## config.mk

```make
export PLATFORM = sky130hd
export DESIGN_NAME = tap_instruction_control
export DESIGN_NICKNAME = d
export VERILOG_FILES = /design/src/rtl/sync2.v /design/src/rtl/skid_buf.v /design/src/rtl/tap_instruction_control.v
export VERILOG_INCLUDE_DIRS = /design/src /design/src/rtl
export SDC_FILE = /design/constraint.sdc
export NUM_CORES = 1
export LEC_CHECK = 0
export BUFFER_PORTS_ARGS = -buffer_cell sky130_fd_sc_hd__clkbuf_2
export CAP_MARGIN = 10
export CORE_MARGIN = 2
export CORE_UTILIZATION = 30
export CTS_BUF_LIST = sky130_fd_sc_hd__clkbuf_16
export DETAILED_ROUTE_END_ITERATION = 12
export SLEW_MARGIN = 10
export SYNTH_ARGS = -nofsm -noshare
export SYNTH_HDL_FRONTEND = slang
export SYNTH_SLANG_ARGS = --single-unit
```

## constraint.sdc

```tcl
create_clock -name sys_clk -period 2.05 [get_ports sys_clk]
set_input_delay 0.5125 -clock sys_clk [delete_from_list [all_inputs] [get_ports sys_clk]]
set_output_delay 0.5125 -clock sys_clk [all_outputs]
set_load 0.02 [all_outputs]
```

## src/rtl/tap_defs.vh

```
// Constants for the test access port instruction logic.
`ifndef TAP_DEFS_VH
`define TAP_DEFS_VH
`define IR_W          3
`define IR_CAPTURE    3'h1
`define OP_EXTEST     3'h0
`define OP_IDCODE     3'h1
`define OP_SAMPLE_Z   3'h2
`define OP_RSV_A      3'h3
`define OP_SAMPLE     3'h4
`define OP_PRIVATE    3'h5
`define OP_RSV_B      3'h6
`define OP_BYPASS     3'h7
`define ID_W          32
`define ST_TLR        4'h0
`define ST_RTI        4'h1
`define ST_SEL_DR     4'h2
`define ST_CAP_DR     4'h3
`define ST_SH_DR      4'h4
`define ST_EX1_DR     4'h5
`define ST_PAU_DR     4'h6
`define ST_EX2_DR     4'h7
`define ST_UPD_DR     4'h8
`define ST_SEL_IR     4'h9
`define ST_CAP_IR     4'hA
`define ST_SH_IR      4'hB
`define ST_EX1_IR     4'hC
`define ST_PAU_IR     4'hD
`define ST_EX2_IR     4'hE
`define ST_UPD_IR     4'hF
`endif

```

## src/rtl/sync2.v

```verilog
// Two-flip-flop synchroniser for a bundle of level inputs.
`timescale 1ns/1ps
module sync2 #(
  parameter W = 1
) (
  input  wire         sys_clk,
  input  wire         rst,
  input  wire [W-1:0] d,
  output reg  [W-1:0] q
);
  reg [W-1:0] meta_r;
  always @(posedge sys_clk) begin
    if (rst) begin
      meta_r <= {W{1'b1}};
      q      <= {W{1'b1}};
    end else begin
      meta_r <= d;
      q      <= meta_r;
    end
  end
endmodule

```

## src/rtl/skid_buf.v

```verilog
// Two-entry buffer with valid and ready on both sides.
`timescale 1ns/1ps
module skid_buf #(
  parameter W = 8
) (
  input  wire         sys_clk,
  input  wire         rst,
  input  wire         in_valid,
  output wire         in_ready,
  input  wire [W-1:0] in_data,
  output wire         out_valid,
  input  wire         out_ready,
  output wire [W-1:0] out_data
);
  reg [W-1:0] mem_r [0:1];
  reg         wp_r;
  reg         rp_r;
  reg [1:0]   cnt_r;
  wire        push;
  wire        pop;
  assign in_ready  = (cnt_r != 2'h2);
  assign out_valid = (cnt_r != 2'h0);
  assign out_data  = mem_r[rp_r];
  assign push      = in_valid & in_ready;
  assign pop       = out_valid & out_ready;
  always @(posedge sys_clk) begin
    if (rst) begin
      wp_r  <= 1'b0;
      rp_r  <= 1'b0;
      cnt_r <= 2'h0;
    end else begin
      if (push) begin
        mem_r[wp_r] <= in_data;
        wp_r        <= ~wp_r;
      end
      if (pop) begin
        rp_r <= ~rp_r;
      end
      if (push & ~pop) begin
        cnt_r <= cnt_r + 2'h1;
      end else if (pop & ~push) begin
        cnt_r <= cnt_r - 2'h1;
      end
    end
  end
endmodule

```

## src/rtl/tap_instruction_control.v

```verilog
// Test access port: state machine, instruction register and data register selection.
`timescale 1ns/1ps
`include "tap_defs.vh"
module tap_instruction_control #(
  parameter             BSR_W   = 8,
  parameter [BSR_W-1:0] BSR_PIN = 8'h3F,
  parameter [BSR_W-1:0] BSR_DEF = 8'hFF,
  parameter [BSR_W-1:0] BSR_OUT = 8'h0F,
  parameter [31:0]      ID_CODE = 32'h1234_5679
) (
  input  wire             sys_clk,
  input  wire             rst,
  input  wire             tck,
  input  wire             tms,
  input  wire             tdi,
  output reg              tdo,
  output reg              tdo_oe_n,
  input  wire [BSR_W-1:0] pin_in,
  input  wire [BSR_W-1:0] core_out,
  input  wire [BSR_W-1:0] core_oe_n,
  output reg  [BSR_W-1:0] pad_out,
  output reg  [BSR_W-1:0] pad_oe_n,
  output reg  [BSR_W-1:0] core_in,
  output reg  [`IR_W-1:0] active_ir,
  output reg              drv_valid,
  input  wire             drv_ready,
  output reg  [BSR_W-1:0] drv_data
);
  // ID_CODE default value is arbitrary.

  // ------------------------------------------------------------
  // Input synchronisation and edge detection
  // ------------------------------------------------------------
  wire [2:0] s_q;
  reg        tck_d_r;
  wire       tck_s;
  wire       tms_s;
  wire       tdi_s;
  wire       rise;
  wire       fall;

  sync2 #(.W(3)) u_sync (
    .sys_clk (sys_clk),
    .rst     (rst),
    .d       ({tck, tms, tdi}),
    .q       (s_q)
  );

  assign tck_s = s_q[2];
  assign tms_s = s_q[1];
  assign tdi_s = s_q[0];
  assign rise  = tck_s & ~tck_d_r;
  assign fall  = ~tck_s & tck_d_r;

  // ------------------------------------------------------------
  // Controller state machine
  // ------------------------------------------------------------
  reg [3:0] st_r;
  reg [3:0] st_nxt;

  always @* begin
    st_nxt = st_r;
    case (st_r)
      `ST_TLR:    st_nxt = tms_s ? `ST_TLR    : `ST_RTI;
      `ST_RTI:    st_nxt = tms_s ? `ST_SEL_DR : `ST_RTI;
      `ST_SEL_DR: st_nxt = tms_s ? `ST_SEL_IR : `ST_CAP_DR;
      `ST_CAP_DR: st_nxt = tms_s ? `ST_EX1_DR : `ST_SH_DR;
      `ST_SH_DR:  st_nxt = tms_s ? `ST_EX1_DR : `ST_SH_DR;
      `ST_EX1_DR: st_nxt = tms_s ? `ST_UPD_DR : `ST_PAU_DR;
      `ST_PAU_DR: st_nxt = tms_s ? `ST_EX2_DR : `ST_PAU_DR;
      `ST_EX2_DR: st_nxt = tms_s ? `ST_UPD_DR : `ST_SH_DR;
      `ST_UPD_DR: st_nxt = tms_s ? `ST_SEL_DR : `ST_RTI;
      `ST_SEL_IR: st_nxt = tms_s ? `ST_TLR    : `ST_CAP_IR;
      `ST_CAP_IR: st_nxt = tms_s ? `ST_EX1_IR : `ST_SH_IR;
      `ST_SH_IR:  st_nxt = tms_s ? `ST_EX1_IR : `ST_SH_IR;
      `ST_EX1_IR: st_nxt = tms_s ? `ST_UPD_IR : `ST_PAU_IR;
      `ST_PAU_IR: st_nxt = tms_s ? `ST_EX2_IR : `ST_PAU_IR;
      `ST_EX2_IR: st_nxt = tms_s ? `ST_UPD_IR : `ST_SH_IR;
      `ST_UPD_IR: st_nxt = tms_s ? `ST_SEL_DR : `ST_RTI;
      default:    st_nxt = `ST_TLR;
    endcase
  end

  // ------------------------------------------------------------
  // Instruction decode
  // ------------------------------------------------------------
  wire op_ext;
  wire op_idc;
  wire op_flt;
  wire op_smp;
  wire op_bsr;

  // Codes are compared as 3-bit binary words, shifted in LSB first.
  assign op_ext = (active_ir == `OP_EXTEST);
  assign op_idc = (active_ir == `OP_IDCODE);
  assign op_flt = (active_ir == `OP_SAMPLE_Z);
  assign op_smp = (active_ir == `OP_SAMPLE);
  assign op_bsr = op_ext | op_flt | op_smp;
  // Every other code, reserved and private included, falls to bypass.

  // ------------------------------------------------------------
  // Shift registers, sampled on the rising test clock
  // ------------------------------------------------------------
  reg [`IR_W-1:0] ir_sh_r;
  reg             byp_r;
  reg [`ID_W-1:0] id_r;
  reg [BSR_W-1:0] bsr_r;
  reg [BSR_W-1:0] bsr_upd_r;
  reg             tdo_nxt;
  wire [BSR_W-1:0] pin_cap;

  // Cells without a pin take their default; pin cells take the pad.
  assign pin_cap = (pin_in & BSR_PIN) | (BSR_DEF & ~BSR_PIN);

  always @(posedge sys_clk) begin
    if (rst) begin
      // Matches the synchroniser's reset level so no false rising edge follows reset; a low tck still gives one false fall.
      tck_d_r   <= 1'b1;
      st_r      <= `ST_TLR;
      ir_sh_r   <= `OP_IDCODE;
      active_ir <= `OP_IDCODE;
      byp_r     <= 1'b0;
      id_r      <= {`ID_W{1'b0}};
      bsr_r     <= {BSR_W{1'b0}};
      bsr_upd_r <= {BSR_W{1'b0}};
    end else begin
      tck_d_r <= tck_s;
      if (rise) begin
        st_r <= st_nxt;
        case (st_r)
          `ST_TLR: begin
            active_ir <= `OP_IDCODE;
          end
          `ST_CAP_IR: begin
            ir_sh_r <= `IR_CAPTURE;
          end
          `ST_SH_IR: begin
            ir_sh_r <= {tdi_s, ir_sh_r[`IR_W-1:1]};
          end
          `ST_CAP_DR: begin
            byp_r <= 1'b0;
            if (op_idc) begin
              id_r <= ID_CODE;
            end else if (op_bsr) begin
              bsr_r <= pin_cap;
            end
          end
          `ST_SH_DR: begin
            if (op_idc) begin
              id_r <= {tdi_s, id_r[`ID_W-1:1]};
            end else if (op_bsr) begin
              bsr_r <= {tdi_s, bsr_r[BSR_W-1:1]};
            end else begin
              byp_r <= tdi_s;
            end
          end
          `ST_UPD_DR: begin
            bsr_upd_r <= bsr_r;
          end
          default: begin
          end
        endcase
      end
      // The new instruction takes hold only at Update-IR, on the falling edge.
      if (fall && st_r == `ST_UPD_IR) begin
        active_ir <= ir_sh_r;
      end
    end
  end

  // ------------------------------------------------------------
  // TDO on the falling test clock
  // ------------------------------------------------------------
  always @* begin
    tdo_nxt = byp_r;
    if (st_r == `ST_SH_IR) begin
      tdo_nxt = ir_sh_r[0];
    end else if (op_idc) begin
      tdo_nxt = id_r[0];
    end else if (op_bsr) begin
      tdo_nxt = bsr_r[0];
    end
  end

  always @(posedge sys_clk) begin
    if (rst) begin
      tdo      <= 1'b0;
      tdo_oe_n <= 1'b1;
    end else if (fall) begin
      tdo      <= tdo_nxt;
      tdo_oe_n <= ~(st_r == `ST_SH_IR || st_r == `ST_SH_DR);
    end
  end

  // ------------------------------------------------------------
  // Pad control
  // ------------------------------------------------------------
  // Only pad muxes change with the instruction; core_in follows pin_in in every mode.
  always @(posedge sys_clk) begin
    if (rst) begin
      pad_out  <= {BSR_W{1'b0}};
      pad_oe_n <= {BSR_W{1'b1}};
      core_in  <= {BSR_W{1'b0}};
    end else begin
      core_in <= pin_in;
      if (op_flt) begin
        pad_out  <= core_out;
        pad_oe_n <= {BSR_W{1'b1}};
      end else if (op_ext) begin
        pad_out  <= bsr_upd_r;
        pad_oe_n <= ~BSR_OUT;
      end else begin
        pad_out  <= core_out;
        pad_oe_n <= core_oe_n;
      end
    end
  end

  // ------------------------------------------------------------
  // Update-DR words toward the pad driver, through the buffer
  // ------------------------------------------------------------
  wire             b_in_ready;
  wire             b_out_valid;
  wire [BSR_W-1:0] b_out_data;
  reg              push_r;
  wire             b_pop;

  always @(posedge sys_clk) begin
    if (rst) begin
      push_r <= 1'b0;
    end else begin
      push_r <= rise & (st_r == `ST_UPD_DR) & op_bsr;
    end
  end

  assign b_pop = b_out_valid & (~drv_valid | drv_ready);

  skid_buf #(.W(BSR_W)) u_buf (
    .sys_clk   (sys_clk),
    .rst       (rst),
    .in_valid  (push_r),
    .in_ready  (b_in_ready),
    .in_data   (bsr_upd_r),
    .out_valid (b_out_valid),
    .out_ready (~drv_valid | drv_ready),
    .out_data  (b_out_data)
  );

  always @(posedge sys_clk) begin
    if (rst) begin
      drv_valid <= 1'b0;
      drv_data  <= {BSR_W{1'b0}};
    end else if (b_pop) begin
      drv_valid <= 1'b1;
      drv_data  <= b_out_data;
    end else if (drv_ready) begin
      drv_valid <= 1'b0;
    end
  end
endmodule

```

==> flow_summary_export.csv <==
group,metric,value,unit
run_status,outcome,"complete, no violations",
sta,hold_viol,0,
power_and_ir_drop,leakage,2.31,nW
power_and_ir_drop,switching_share,0.251,
power_and_ir_drop,p_clk_frac,0.462,
logic_synthesis,yosysUniqueCellTypes,55,
routing,ant_nets,0,
cts,cts_buffers,17,
cts,clk_path_buf_depth,2,
routing,drt_wl_total,10100,um
logic_synthesis,synth_top_family_by_area,"simple AND/OR/NAND/NOR gates",
critical_path,crit_path_top_delay_cell,"a211o_1",
routing,drtIter0Drc,262,
logic_synthesis,synth_area_leaders,"dfxtp_1 (45%), edfxtp_1 (10%), nor2_1 (7.4%)",
power_and_ir_drop,comb_power_share,0.117,
finish,drive_above_1_share,0.249,
power_and_ir_drop,power_density,1080,mW/mm^2
power_and_ir_drop,power.internal,4.76,mW
global_route,overflow,0,
cts,cts_tree,"built",
sta,finalCriticalPeriod,1.90,ns
critical_path,cp-endpoint,"id_r[16]",
cts,cts_root_buffer,"clkbuf_16",
global_route,grt_start_max_net_pins,79,
finish,syn_to_final_growth,25.2,%
critical_path,cp.depth,4,
logic_synthesis,avgSynthCellArea,9.92,sq um
floorplanning,num_io_pins,68,
cts,cts_max_level,4,
logic_synthesis,post-synth-top-area-cell,"dfxtp_1",
global_route,first_global_vias,3392,
global_route,grtUsageTotal,0.129,
placed_design,portBuffers,67,
critical_path,arrival,2.19,ns
critical_path,path_cells,"or3b_4 > a211o_1 > a22oi_1 > nor2_1",
cts,clock-sinks,122,
logic_synthesis,synthAdderAreaFrac,0.00267,
logic_synthesis,synthFlopType,"dfxtp_1",
critical_path,required,2.35,ns
sta,fin_skew,0.00704,ns
critical_path,worstReg2RegStart,"st_r[2]",
routing,vias,3568,
logic_synthesis,synthSimpleGateAreaFrac,0.200,
critical_path,cp.buffers_inverters,0,
placed_design,dp_hpwl,6790,um
logic_synthesis,ys_seq_area_frac,0.554,
logic_synthesis,synth_common_cells,"dfxtp_1 (106), nor2_1 (93), clkbuf_1 (26)",
sta,fmax,0.527,GHz
sta,min_period_over_period,0.926,
critical_path,startpoint_type,"flop",
floorplanning,die_area,0.0167,sq mm
logic_synthesis,netlist_instances,473,
power_and_ir_drop,seqPwrFrac,0.422,
finish,nets,574,
logic_synthesis,synthXorXnorAreaFrac,0.00746,
global_route,grt_pass1_wl,16600,um
logic_synthesis,synth_nets,504,
routing,drc,0,
routing,via_per_inst,4.66,
floorplanning,fp-row-count,45,
critical_path,worstSetupPathType,"flop to flop",
power_and_ir_drop,p_sw,1.60,mW
critical_path,crit_start,"st_r[2]",
sta,maxSlewViolCount,0,
critical_path,reg2reg_depth,4,
routing,first_pass_iters,4,
sta,worstMarginPinSlew,0.661,ns
routing,post_drt_wl_per_cell,13.1,um
cts,clkTransAtPathRegs,0.05,ns
placed_design,gp_congestion,0.777,
critical_path,worstReg2RegEnd,"id_r[16]",
sta,setup_violations,0,
critical_path,rrSetupSlack,0.15,ns
placed_design,placed_cells,735,
finish,finalNonFillerCells,766,
logic_synthesis,ys_seq_elements,122,
logic_synthesis,synthMuxAreaShare,0.0557,
run,cap_viol_max_count,0,
finish,diodes,0,
critical_path,crit_path_max_fanout,18,
sta,relSlewSlack,0.559,
logic_synthesis,yosysWarnings,0,
sta,finalSetupTns,0,ns
critical_path,cp_slowest_stage_delay,0.58,ns
floorplanning,die_x,129,um
logic_synthesis,yosysMostFrequentCell,"dfxtp_1",
logic_synthesis,synth-compound-area-share,0.137,
logic_synthesis,synthArstFlopShare,0,
power_and_ir_drop,ir_drop,0.000562,V
logic_synthesis,syn-cell-area,0.00469,sq mm
min_path,hp-class,"input port to flop",
floorplanning,start_util,0.308,
cts,insertion_delay,0.42,ns
sta,rsz0062_at_grt,"false",
floorplanning,fp.coreArea,0.0153,sq mm
logic_synthesis,synth_edf_count,16,
logic_synthesis,yosysTopAreaCellShare,0.452,
floorplanning,die_h,129,um
critical_path,end_kind,"flop",
critical_path,cp_top_family,"compound AO/OA/AOI/OAI gates",
global_route,antenna_found_initial,0,
==> per-layer routing <==
layer  up-vias  track usage  wire, um
li1       1803            -         -
met3        15       0.0471       554
met2        75        0.195      4470
met5         -            0         0
met4         0       0.0652       201
met1      1675        0.162      4840
==> layout by cell type, fill, tap and decap left out, types with 8 or more instances in the layout <==
cell type	n
a22oi_1	18
dfxtp_1	106
nor3_1	20
inv_1	8
a211oi_1	10
clkbuf_16	17
buf_4	20
nand2_1	22
mux2i_1	25
o21ai_0	12
clkbuf_2	66
edfxtp_1	16
nor2_1	93
a21oi_1	12
nor2b_1	16
==> worst register-to-register path: stages (launching register included) <==
cell and delay (ns):
dfxtp_1 0.37, or3b_4 0.46, a211o_1 0.58, a22oi_1 0.31, nor2_1 0.07
==> cell families (layout without fill, tap and decap cells) <==
group,count (synthesis),count (layout)
AND/OR/NAND/NOR,193,193
flip-flops,122,122
AO/OA/AOI/OAI,84,84
buffers and inverters,43,125
multiplexers,26,26
XOR/XNOR,4,4
adder cells (fa/ha/maj),1,1
==> sequential cells by signal, summed over array words and instances, names as in the netlist <==
name and cells:
active_ir 3, bsr_r 8, bsr_upd_r 8, byp_r 1, core_in 8, drv_data 8, drv_valid 1, id_r 32
ir_sh_r 3, pad_oe_n 8, pad_out 8, push_r 1, st_r 4, tck_d_r 1, tdo 1, tdo_oe_n 1
u_buf.cnt_r 2, u_buf.mem_r 16, u_buf.rp_r 1, u_buf.wp_r 1, u_sync.meta_r 3, u_sync.q 3
==> metrics by stage <==
stage	instance area [sq um]	hold WS [ns]	utilization	power (mW)	setup WS, ns
after global placement	5290	0.392	0.347	3.46	0.186
after floorplan	4700	0.389	-	3.25	0.0326
after global routing	5880	0.268	0.385	6.64	0.0512
after CTS	5870	0.260	0.385	6.42	0.147
final	5880	0.276	0.385	6.35	0.152
after detailed placement	5290	0.396	0.347	3.48	0.0806
==> power groups by stage <==
stage               sequential, mW  clock (mW)  combinational, mW
detailed placement            2.73           0              0.750
global placement              2.72           0              0.738
global route                  2.70        3.11              0.832
floorplan                     2.81           0              0.447
finish                        2.68        2.93              0.742
CTS                           2.68        2.99              0.752
==> how the worst min path moves through the flow <==
stage	from	end	slack [ns]	cells after the start
global route	tms	u_sync.meta_r[1]	0.27	2
floorplan	u_sync.meta_r[0]	u_sync.q[0]	0.39	1
detailed placement	u_sync.meta_r[1]	u_sync.q[1]	0.40	1
CTS	tms	u_sync.meta_r[1]	0.26	2
global placement	u_sync.meta_r[0]	u_sync.q[0]	0.39	1
finish	tms	u_sync.meta_r[1]	0.28	2
==> what timing repair did <==
action / 4_1_cts / 5_1_grt
setup endpoints to repair: 0 / 6
buffers inserted: 0 / 0
resized for setup: 0 / 1
hold buffers: 0 / 0
==> layout make-up <==
cell class / instances / area, sq um
flip-flops and latches: 122 / 2600
well taps: 211 / 264
clock buffers: 17 / 425
repair buffers: 88 / 505
fillers: 1491 / 9380
multi-input cells: 308 / 1900
clock inverters: 14 / 159
inverters: 6 / 22.5
(Power assumes the default switching activity.)
